**config.mk**
```make
export PLATFORM = sky130hd
export DESIGN_NAME = compass_host_command_protocol
export DESIGN_NICKNAME = d
export VERILOG_FILES = /design/src/include/cmd_pkg.sv /design/src/hdl/compass_host_command_protocol.sv
export SDC_FILE = /design/constraint.sdc
export NUM_CORES = 1
export LEC_CHECK = 0
export BUFFER_PORTS_ARGS = -buffer_cell sky130_fd_sc_hd__buf_2
export CORE_MARGIN = 4
export CORE_UTILIZATION = 35
export CTS_CLUSTER_DIAMETER = 200
export DETAILED_ROUTE_END_ITERATION = 8
export RECOVER_POWER = 100
export SETUP_SLACK_MARGIN = 0.5
export SKIP_CTS_REPAIR_TIMING = 1
export SLEW_MARGIN = 15
export SYNTH_ARGS = -nofsm -noshare
export SYNTH_HDL_FRONTEND = slang
export SYNTH_SLANG_ARGS = --single-unit
```
**constraint.sdc**
```tcl
create_clock -name clock -period 4.8 [get_ports clock]
set_input_delay 0.24 -clock clock [delete_from_list [all_inputs] [get_ports clock]]
set_output_delay 0.24 -clock clock [all_outputs]
set_load 0.005 [all_outputs]
```
**src/include/cmd_pkg.sv**
```systemverilog
// Shared constants, types and checksum step of the compass host command interpreter.
// Assumes a byte-wide receiver and transmitter on the same clock as the interpreter.
package cmd_pkg;
  localparam int RX_MAX = 16;
  localparam int TX_MAX = 20;
  localparam int COMP_MAX = 3;
  localparam int CN_W = 2;
  localparam int IDENT_LEN = 8;
  localparam int COMP_BYTES = 5;
  localparam int POS_LEN_HI = 0;
  localparam int POS_LEN_LO = 1;
  localparam int POS_ID = 2;
  localparam int POS_PAY = 3;
  localparam logic [7:0] ID_IDENT_REQ = 8'h01;
  localparam logic [7:0] ID_IDENT_RSP = 8'h02;
  localparam logic [7:0] ID_OUT_SEL = 8'h03;
  localparam logic [7:0] ID_SAMPLE_REQ = 8'h04;
  localparam logic [7:0] ID_SAMPLE_RSP = 8'h05;
  localparam logic [7:0] ID_CFG_WRITE = 8'h06;
  localparam logic [7:0] ID_CFG_READ = 8'h07;
  localparam logic [7:0] ID_CFG_RESP = 8'h08;
  localparam logic [7:0] ID_PERSIST = 8'h09;
  localparam logic [7:0] ID_SLEEP_REQ = 8'h0F;
  localparam logic [7:0] ID_CFG_ACK = 8'h13;
  localparam logic [7:0] ID_WAKE_ACK = 8'h17;
  localparam logic [7:0] ID_SLEEP_ACK = 8'h1C;
  localparam logic [7:0] CFG_MAG_SET = 8'h12;
  localparam logic [7:0] CFG_ACCEL_SET = 8'h13;
  localparam logic [7:0] COMP_HEADING = 8'h05;
  localparam logic [7:0] COMP_PITCH = 8'h18;
  localparam logic [7:0] COMP_ROLL = 8'h19;
  localparam logic [31:0] MAG_SET_LAST = 32'h0000_0007;
  localparam logic [31:0] ACCEL_SET_LAST = 32'h0000_0002;
  // Count bytes, identifier byte and two checksum bytes.
  localparam logic [7:0] FRAME_OVERHEAD = 8'h05;
  localparam logic [7:0] LEN_CFG = 8'h0A;
  localparam logic [15:0] CRC_POLY = 16'h1021;
  localparam logic [15:0] CRC_INIT = 16'h0000;

  typedef enum logic [3:0] {
    S_RX = 4'h1,
    S_EXEC = 4'h2,
    S_TX = 4'h4,
    S_SLEEP = 4'h8
  } state_t;

  typedef struct packed {
    logic [31:0] heading;
    logic [31:0] pitch;
    logic [31:0] roll;
  } sample_t;

  typedef struct packed {
    logic [2:0] mag;
    logic [2:0] accel;
  } coeff_sel_t;

  typedef struct packed {
    state_t st;
    logic [RX_MAX-1:0][7:0] rx_buf;
    logic [7:0] rx_cnt;
    logic [15:0] rx_crc;
    logic [TX_MAX-1:0][7:0] tx_buf;
    logic [7:0] tx_len;
    logic [7:0] tx_idx;
    logic [7:0] tx_byte;
    logic [15:0] tx_crc;
    logic sleep_after;
    logic awake;
    coeff_sel_t sel;
    logic [CN_W-1:0] comp_n;
    logic [COMP_MAX-1:0][7:0] comp_id;
    logic persist;
    logic cal_store;
    logic [2:0] cal_set;
    logic rx_meta;
    logic rx_sync;
  } core_t;

  function automatic logic [15:0] crc16_step(input logic [15:0] crc, input logic [7:0] b);
    logic [15:0] c;
    c = crc ^ {b, 8'h00};
    for (int i = 0; i < 8; i++) begin
      c = c[15] ? ((c << 1) ^ CRC_POLY) : (c << 1);
    end
    return c;
  endfunction : crc16_step
endpackage : cmd_pkg

```
**src/hdl/compass_host_command_protocol.sv**
```systemverilog
// Framed host command interpreter: parses frames, answers them, handles sleep and wake.
// Assumes a byte receiver and transmitter on this clock and the raw receive pin for wake.
`timescale 1ns/1ps

// Contract
// - A sleep request frame powers down sensors, processor and driver, keeping receive on; here only sensors_on drops, and only rx_pin is watched.
// - A sleep request is confirmed with an empty sleep_ack_frame.
// - While asleep, any activity on the receive pin wakes the device fully.
// - After waking the device sends an empty wake_ack_frame.
// - A config write of magnetometer_set_select with value 0 to 7 selects that set.
// - Every accepted config write is answered by an empty frame with identifier 0x13.
// - A config read is answered with the identifier echoed and its four-byte value; here only CFG_MAG_SET and CFG_ACCEL_SET reads get one.
// - An empty persist_frame saves the configuration to flash.
// - Finished calibration coefficients go to the selected magnetometer set.
// - An ident_request_frame is answered with an ASCII type and version string.
// - An output_selection_frame holds a count and then component identifiers.
// - A sample_request_frame is answered with the count, then each identifier and value.
module compass_host_command_protocol #(
  // Identification string; the value is arbitrary.
  parameter logic [8*cmd_pkg::IDENT_LEN-1:0] IDENT = 64'h4D4F_4445_4C30_3031
) (
  input wire logic clock,
  input wire logic rstn,
  input wire logic ce,
  input wire logic rx_pin,
  input wire logic rx_valid,
  input wire logic [7:0] rx_byte,
  input wire logic tx_ready,
  input wire cmd_pkg::sample_t sample,
  input wire logic cal_done,
  output logic tx_valid,
  output logic [7:0] tx_byte,
  output logic sensors_on,
  output cmd_pkg::coeff_sel_t coeff_sel,
  output logic persist_strobe,
  output logic cal_store_strobe,
  output logic [2:0] cal_store_set
);
  cmd_pkg::core_t s_q;
  cmd_pkg::core_t s_d;
  logic rsp_send;
  logic [7:0] rsp_id;
  logic [7:0] rsp_len;
  logic [15:0] rx_len_n;
  logic [15:0] rx_crc_n;
  logic [7:0] rx_cnt_n;
  logic [7:0] tx_nx;
  logic [15:0] tx_crc_n;
  logic [7:0] rx_id;
  logic [7:0] cfg_id;
  logic [31:0] cfg_val;
  logic [2:0] cfg_low3;
  logic cfg_len_ok;
  logic mag_ok;
  logic accel_ok;
  logic cfg_known;
  logic sel_ok;
  logic [31:0] val;

  function automatic logic [31:0] comp_value(input logic [7:0] id, input cmd_pkg::sample_t s);
    case (id)
      cmd_pkg::COMP_HEADING: return s.heading;
      cmd_pkg::COMP_PITCH: return s.pitch;
      cmd_pkg::COMP_ROLL: return s.roll;
      default: return 32'h0000_0000;
    endcase
  endfunction : comp_value

  assign rx_id = s_q.rx_buf[cmd_pkg::POS_ID];
  assign cfg_id = s_q.rx_buf[cmd_pkg::POS_PAY];
  assign cfg_val = {s_q.rx_buf[cmd_pkg::POS_PAY+1], s_q.rx_buf[cmd_pkg::POS_PAY+2],
                    s_q.rx_buf[cmd_pkg::POS_PAY+3], s_q.rx_buf[cmd_pkg::POS_PAY+4]};
  assign cfg_low3 = cfg_val[2:0];
  assign cfg_len_ok = (s_q.rx_buf[cmd_pkg::POS_LEN_LO] == cmd_pkg::LEN_CFG);
  // Out-of-range set numbers are refused silently rather than clipped.
  assign mag_ok = cfg_len_ok && cfg_id == cmd_pkg::CFG_MAG_SET && cfg_val <= cmd_pkg::MAG_SET_LAST;
  assign accel_ok = cfg_len_ok && cfg_id == cmd_pkg::CFG_ACCEL_SET
                    && cfg_val <= cmd_pkg::ACCEL_SET_LAST;
  assign cfg_known = cfg_id == cmd_pkg::CFG_MAG_SET || cfg_id == cmd_pkg::CFG_ACCEL_SET;
  assign sel_ok = cfg_id <= 8'(cmd_pkg::COMP_MAX);
  assign rx_len_n = {s_q.rx_buf[cmd_pkg::POS_LEN_HI], rx_byte};
  assign rx_crc_n = cmd_pkg::crc16_step(s_q.rx_crc, rx_byte);
  assign rx_cnt_n = s_q.rx_cnt + 8'h01;
  assign tx_nx = s_q.tx_idx + 8'h01;
  assign tx_crc_n = cmd_pkg::crc16_step(s_q.tx_crc, s_q.tx_byte);

  always_comb begin
    s_d = s_q;
    rsp_send = 1'b0;
    rsp_id = 8'h00;
    rsp_len = cmd_pkg::FRAME_OVERHEAD;
    val = 32'h0000_0000;
    s_d.rx_meta = rx_pin;
    s_d.rx_sync = s_q.rx_meta;
    s_d.persist = 1'b0;
    s_d.cal_store = 1'b0;
    if (cal_done) begin
      s_d.cal_store = 1'b1;
      s_d.cal_set = s_q.sel.mag;
    end
    case (s_q.st)
      cmd_pkg::S_RX: begin
        // Bytes are taken only here; anything arriving while busy or asleep is lost.
        if (rx_valid) begin
          s_d.rx_crc = rx_crc_n;
          s_d.rx_cnt = rx_cnt_n;
          if (s_q.rx_cnt < 8'(cmd_pkg::RX_MAX)) begin
            s_d.rx_buf[s_q.rx_cnt] = rx_byte;
          end
          if (s_q.rx_cnt == 8'(cmd_pkg::POS_LEN_LO)
              && (rx_len_n < 16'(cmd_pkg::FRAME_OVERHEAD)
                  || rx_len_n > 16'(cmd_pkg::RX_MAX))) begin
            s_d.rx_cnt = 8'h00;
            s_d.rx_crc = cmd_pkg::CRC_INIT;
          end else if (s_q.rx_cnt > 8'(cmd_pkg::POS_LEN_LO)
                       && rx_cnt_n == s_q.rx_buf[cmd_pkg::POS_LEN_LO]) begin
            s_d.rx_cnt = 8'h00;
            s_d.rx_crc = cmd_pkg::CRC_INIT;
            // A checksum over the whole frame, its own two bytes included, leaves zero.
            if (rx_crc_n == cmd_pkg::CRC_INIT) begin
              s_d.st = cmd_pkg::S_EXEC;
            end
          end
        end
      end
      cmd_pkg::S_EXEC: begin
        s_d.st = cmd_pkg::S_RX;
        case (rx_id)
          cmd_pkg::ID_IDENT_REQ: begin
            rsp_send = 1'b1;
            rsp_id = cmd_pkg::ID_IDENT_RSP;
            rsp_len = cmd_pkg::FRAME_OVERHEAD + 8'(cmd_pkg::IDENT_LEN);
            for (int i = 0; i < cmd_pkg::IDENT_LEN; i++) begin
              s_d.tx_buf[cmd_pkg::POS_PAY+i] = IDENT[8*(cmd_pkg::IDENT_LEN-1-i) +: 8];
            end
          end
          cmd_pkg::ID_OUT_SEL: begin
            if (sel_ok) begin
              s_d.comp_n = cfg_id[cmd_pkg::CN_W-1:0];
              for (int i = 0; i < cmd_pkg::COMP_MAX; i++) begin
                s_d.comp_id[i] = s_q.rx_buf[cmd_pkg::POS_PAY+1+i];
              end
            end
          end
          cmd_pkg::ID_SAMPLE_REQ: begin
            rsp_send = 1'b1;
            rsp_id = cmd_pkg::ID_SAMPLE_RSP;
            rsp_len = cmd_pkg::FRAME_OVERHEAD + 8'h01 + 8'(cmd_pkg::COMP_BYTES * s_q.comp_n);
            s_d.tx_buf[cmd_pkg::POS_PAY] = 8'(s_q.comp_n);
            for (int i = 0; i < cmd_pkg::COMP_MAX; i++) begin
              if (i < int'(s_q.comp_n)) begin
                val = comp_value(s_q.comp_id[i], sample);
                s_d.tx_buf[cmd_pkg::POS_PAY+1+cmd_pkg::COMP_BYTES*i] = s_q.comp_id[i];
                for (int k = 0; k < 4; k++) begin
                  s_d.tx_buf[cmd_pkg::POS_PAY+2+cmd_pkg::COMP_BYTES*i+k] = val[8*(3-k) +: 8];
                end
              end
            end
          end
          cmd_pkg::ID_CFG_WRITE: begin
            if (mag_ok) begin
              s_d.sel.mag = cfg_low3;
            end
            if (accel_ok) begin
              s_d.sel.accel = cfg_low3;
            end
            rsp_send = mag_ok || accel_ok;
            rsp_id = cmd_pkg::ID_CFG_ACK;
          end
          cmd_pkg::ID_CFG_READ: begin
            // Other configuration items live outside this block and get no answer here.
            rsp_send = cfg_known;
            rsp_id = cmd_pkg::ID_CFG_RESP;
            rsp_len = cmd_pkg::LEN_CFG;
            s_d.tx_buf[cmd_pkg::POS_PAY] = cfg_id;
            s_d.tx_buf[cmd_pkg::POS_PAY+1] = 8'h00;
            s_d.tx_buf[cmd_pkg::POS_PAY+2] = 8'h00;
            s_d.tx_buf[cmd_pkg::POS_PAY+3] = 8'h00;
            s_d.tx_buf[cmd_pkg::POS_PAY+4] = {5'h00, (cfg_id == cmd_pkg::CFG_MAG_SET)
                                              ? s_q.sel.mag : s_q.sel.accel};
          end
          cmd_pkg::ID_PERSIST: s_d.persist = 1'b1;
          cmd_pkg::ID_SLEEP_REQ: begin
            rsp_send = 1'b1;
            rsp_id = cmd_pkg::ID_SLEEP_ACK;
            s_d.sleep_after = 1'b1;
          end
          default: ;
        endcase
      end
      cmd_pkg::S_TX: begin
        if (tx_ready) begin
          s_d.tx_idx = tx_nx;
          if (tx_nx == s_q.tx_len) begin
            s_d.st = s_q.sleep_after ? cmd_pkg::S_SLEEP : cmd_pkg::S_RX;
            // Power goes down only once the acknowledgement has fully left.
            s_d.awake = !s_q.sleep_after;
            s_d.sleep_after = 1'b0;
          end else if (tx_nx == s_q.tx_len - 8'h01) begin
            s_d.tx_byte = s_q.tx_crc[7:0];
          end else begin
            s_d.tx_crc = tx_crc_n;
            s_d.tx_byte = (tx_nx == s_q.tx_len - 8'h02) ? tx_crc_n[15:8] : s_q.tx_buf[tx_nx];
          end
        end
      end
      cmd_pkg::S_SLEEP: begin
        // The line idles high, so any low level is host activity.
        if (!s_q.rx_sync) begin
          s_d.awake = 1'b1;
          rsp_send = 1'b1;
          rsp_id = cmd_pkg::ID_WAKE_ACK;
        end
      end
      default: s_d.st = cmd_pkg::S_RX;
    endcase
    if (rsp_send) begin
      s_d.tx_buf[cmd_pkg::POS_LEN_HI] = 8'h00;
      s_d.tx_buf[cmd_pkg::POS_LEN_LO] = rsp_len;
      s_d.tx_buf[cmd_pkg::POS_ID] = rsp_id;
      s_d.tx_len = rsp_len;
      s_d.tx_idx = 8'h00;
      s_d.tx_byte = 8'h00;
      s_d.tx_crc = cmd_pkg::CRC_INIT;
      s_d.st = cmd_pkg::S_TX;
    end
  end

  always_ff @(posedge clock or negedge rstn) begin
    if (!rstn) begin
      s_q <= '0;
      s_q.st <= cmd_pkg::S_RX;
      s_q.awake <= 1'b1;
      s_q.rx_meta <= 1'b1;
      s_q.rx_sync <= 1'b1;
    end else if (ce) begin
      s_q <= s_d;
    end
  end

  assign tx_valid = (s_q.st == cmd_pkg::S_TX);
  assign tx_byte = s_q.tx_byte;
  assign sensors_on = s_q.awake;
  assign coeff_sel = s_q.sel;
  assign persist_strobe = s_q.persist;
  assign cal_store_strobe = s_q.cal_store;
  assign cal_store_set = s_q.cal_set;
endmodule : compass_host_command_protocol

```
==> flow_summary.json <==
{
  "layout_commonest_cell": "dfrtp_1",
  "clk_root_buffer_cell": "clkbuf_16",
  "drive_above_1_share_pct": 19.6,
  "finClkSkew_ns": 0.0347,
  "hold_depth": 3,
  "syn_nets": 1832,
  "synth-compound-area-share_pct": 15.1,
  "reg2reg_to": "tx_byte[7]",
  "cellLeakagePower_uw": 0.00796,
  "wl_met3_um": 2950,
  "hpwl_um": 35700,
  "wl_per_cell_um": 21.0,
  "cp-end-kind": "register",
  "synth_edf_count": 0,
  "clkLatencyLatePin_ns": 0.56,
  "drc": 0,
  "areaGrowthSynthToFinish_pct": 12.5,
  "synthFlopType": "dfrtp_1",
  "crit_path_start_kind": "register",
  "cts_tree": "yes",
  "cp_slowest_cell": "o2111ai_1",
  "antenna_found_initial": 2,
  "hold_path.class": "primary input to register",
  "synth_area_per_cell_um2": 9.95,
  "antenna_left": 0,
  "vdd_ir_drop_max_uv": 244,
  "synthAdderAreaFrac_pct": 1.03,
  "status": "finished, violations left",
  "dp_cells": 2336,
  "crit_type": "register to register",
  "synth_area_um2": 17000,
  "grt_max_degree": 108,
  "via_count": 13700,
  "synth_cell_types": 88,
  "path_depth": 8,
  "ioPinCount": 132,
  "synth_cells": 1707,
  "maxSlewHeadroom_pct": -68.6,
  "final_cells": 2403,
  "fmaxAchievable_mhz": 266,
  "synthXorXnorAreaFrac_pct": 4.24,
  "worstPathRequired_ns": 5.22,
  "grt_use_total_pct": 19.0,
  "arrival_ns": 4.18,
  "overflow": 0,
  "slew_viol_final": 120,
  "crit_path_end": "tx_byte[7]",
  "cts.sinks": 303,
  "cts_buffers": 35,
  "critical_path.max_stage_delay_ns": 0.72,
  "setup_viol": 0,
  "ys_ff_latch": 303,
  "rows": 80,
  "path_max_fanout": 15,
  "r2r-start": "s_q[66]",
  "final_util_pct": 39.9,
  "hold_violations": 1,
  "layout_common_cells": "296 x dfrtp_1, 183 x nand2_1, 144 x o21ai_0",
  "worst_pin_slew_ns": 2.53,
  "die_h_um": 228,
  "reg2regPathDepth": 8,
  "layout_worst_path_cycle_share_pct": 78.2,
  "gp_congestion": 0.876,
  "violations": "hold timing, capacitance limit, slew limit",
  "hold_ws_ns": -0.000663,
  "highest_layer": "met5",
  "yosysSeqAreaShare_pct": 44.7,
  "firstDrtPassIters": 7,
  "period_minus_slack_ns": 3.76,
  "wl_met2_um": 24200,
  "m1WireLength_um": 22300,
  "ys_warn_count": 0,
  "ys_top_cells_by_area": "dfrtp_1 44%, mux2_2 7.0%, mux2i_1 5.4%, nand2_1 4.0%, o21ai_0 3.4%",
  "synth_top_family_by_area": "multiplexers",
  "rsz0062_at_grt": "false",
  "port_buffers": 131,
  "cts_max_level": 2,
  "grt_pass1_vias": 13600,
  "finalPower_uw": 8300,
  "start_util_pct": 35.5,
  "synth_mux_area_share_pct": 15.7,
  "synth-simple-area-share_pct": 14.7,
  "wl_um": 50400,
  "dieArea_um2": 52100,
  "nNetsFinal": 1886,
  "coreArea_um2": 47800,
  "via_per_inst": 5.68,
  "clkTransAtPathRegs_ns": 0.06,
  "yosys.area.top_type": "dfrtp_1",
  "reg2reg_slack_ns": 1.04,
  "async_flop_share_pct": 100,
  "crit_top_cell": "and3_1",
  "maxCapViolations": 2,
  "tns_ns": 0,
  "crit_start": "s_q[66]",
  "cpLargestDelayFamily": "simple AND/OR/NAND/NOR gates",
  "cellPowerDensity_nw_per_um2": 435,
  "cts_buffer_depth": 3,
  "grt_pass1_wl_um": 80300,
  "drt_iter0_drc": 1479,
  "yosysTopAreaCellShare_pct": 44.0,
  "path_buf_inv": 0,
  "worstPathCellList": "ha_1, and3_1, or4_1, o311ai_0, o2111ai_1, nand2_1, and3_1, a311o_1",
  "fp.dieW_um": 228
}
-- kinds of logic after synthesis --
family          after synthesis
flops                       303
compound gates              404
buf+inv                     165
fa+ha+maj                    14
mux                         223
xor+xnor                     78
simple gates                520
-- metal layers --
| layer | global-route usage, % | up-vias |
|---|---|---|
| li1 | - | 6327 |
| met1 | 26.4 | 6820 |
| met2 | 31.3 | 445 |
| met3 | 3.22 | 65 |
| met4 | 4.02 | 2 |
| met5 | 0 | - |
-- registers in the layout, summed over array words and instances, names as in the netlist --
signal / cells
s_q: 226
sensors_on: 1
persist_strobe: 1
cfg_val: 29
cfg_id: 8
rx_len_n: 8
cal_store_strobe: 1
cal_store_set: 3
cfg_low3: 3
tx_byte: 8
s_d: 1
rx_id: 8
coeff_sel: 6
-- final cells by class --
cell class	instances	area (um^2)
Fill cell	4705	28700
Clock buffer	51	996
Clock inverter	12	153
Sequential cell	303	7590
Multi-Input combinational cell	1239	8660
Inverter	26	97.6
Antenna cell	1	2.50
Tap cell	615	769
Timing Repair Buffer	156	836
-- power by group --
group | internal [uW] | switching (uW) | leakage (uW) | total (uW)
Combinational | 984 | 1280 | 0.00330 | 2270
Clock | 1520 | 1130 | 0.000561 | 2650
Sequential | 2970 | 416 | 0.00410 | 3380
Total | 5480 | 2830 | 0.00796 | 8300
-- worst min-delay path by stage --
stage	from	to	slack (ns)
after floorplan	rstn	cal_store_set[0]	-0.06
after global placement	rstn	s_q[228]	0.33
after detailed placement	rstn	s_q[228]	0.33
after CTS	rstn	s_q[216]	-0.27
after global routing	sample[65]	s_q[226]	0.007
final	cal_done	cal_store_strobe	-0.0007
-- synthesized netlist by cell type, types with 9 or more instances --
| master | number |
|---|---|
| dfrtp_1 | 299 |
| nand2_1 | 183 |
| nor2_1 | 139 |
| o21ai_0 | 117 |
| a21oi_1 | 109 |
| mux2_2 | 105 |
| mux2i_1 | 92 |
| clkbuf_1 | 75 |
| nand3_1 | 62 |
| xnor2_1 | 52 |
| a222oi_1 | 32 |
| o21ai_1 | 32 |
| buf_2 | 28 |
| inv_1 | 24 |
| mux4_2 | 24 |
| xor2_1 | 23 |
| nor4_1 | 22 |
| o31ai_1 | 21 |
| buf_4 | 20 |
| nor3_1 | 18 |
| a22o_1 | 16 |
| nand4_1 | 16 |
| ha_1 | 14 |
| and3_1 | 11 |
| o22ai_1 | 11 |
| buf_1 | 10 |
| nor2b_1 | 9 |
| o22a_1 | 9 |
| or4_1 | 9 |
-- worst register-to-register path, stage by stage, from the launching register on --
cell       delay, ns
dfrtp_1         0.43
ha_1            0.50
and3_1          0.41
or4_1           0.16
o311ai_0        0.17
o2111ai_1       0.72
nand2_1         0.55
and3_1          0.36
a311o_1         0.32
-- per-stage QoR --
| stage | setup WS [ns] | cell area (um^2) | hold WS, ns |
|---|---|---|---|
| CTS | 1.31 | 19100 | -0.267 |
| global placement | 1.48 | 18000 | 0.329 |
| global route | 0.716 | 19100 | 0.00688 |
| floorplan | 1.85 | 17000 | -0.0556 |
| detailed placement | 1.36 | 18000 | 0.329 |
| finish | 1.04 | 19100 | -0.000663 |
No activity file was read; power rests on OpenSTA's default activity.
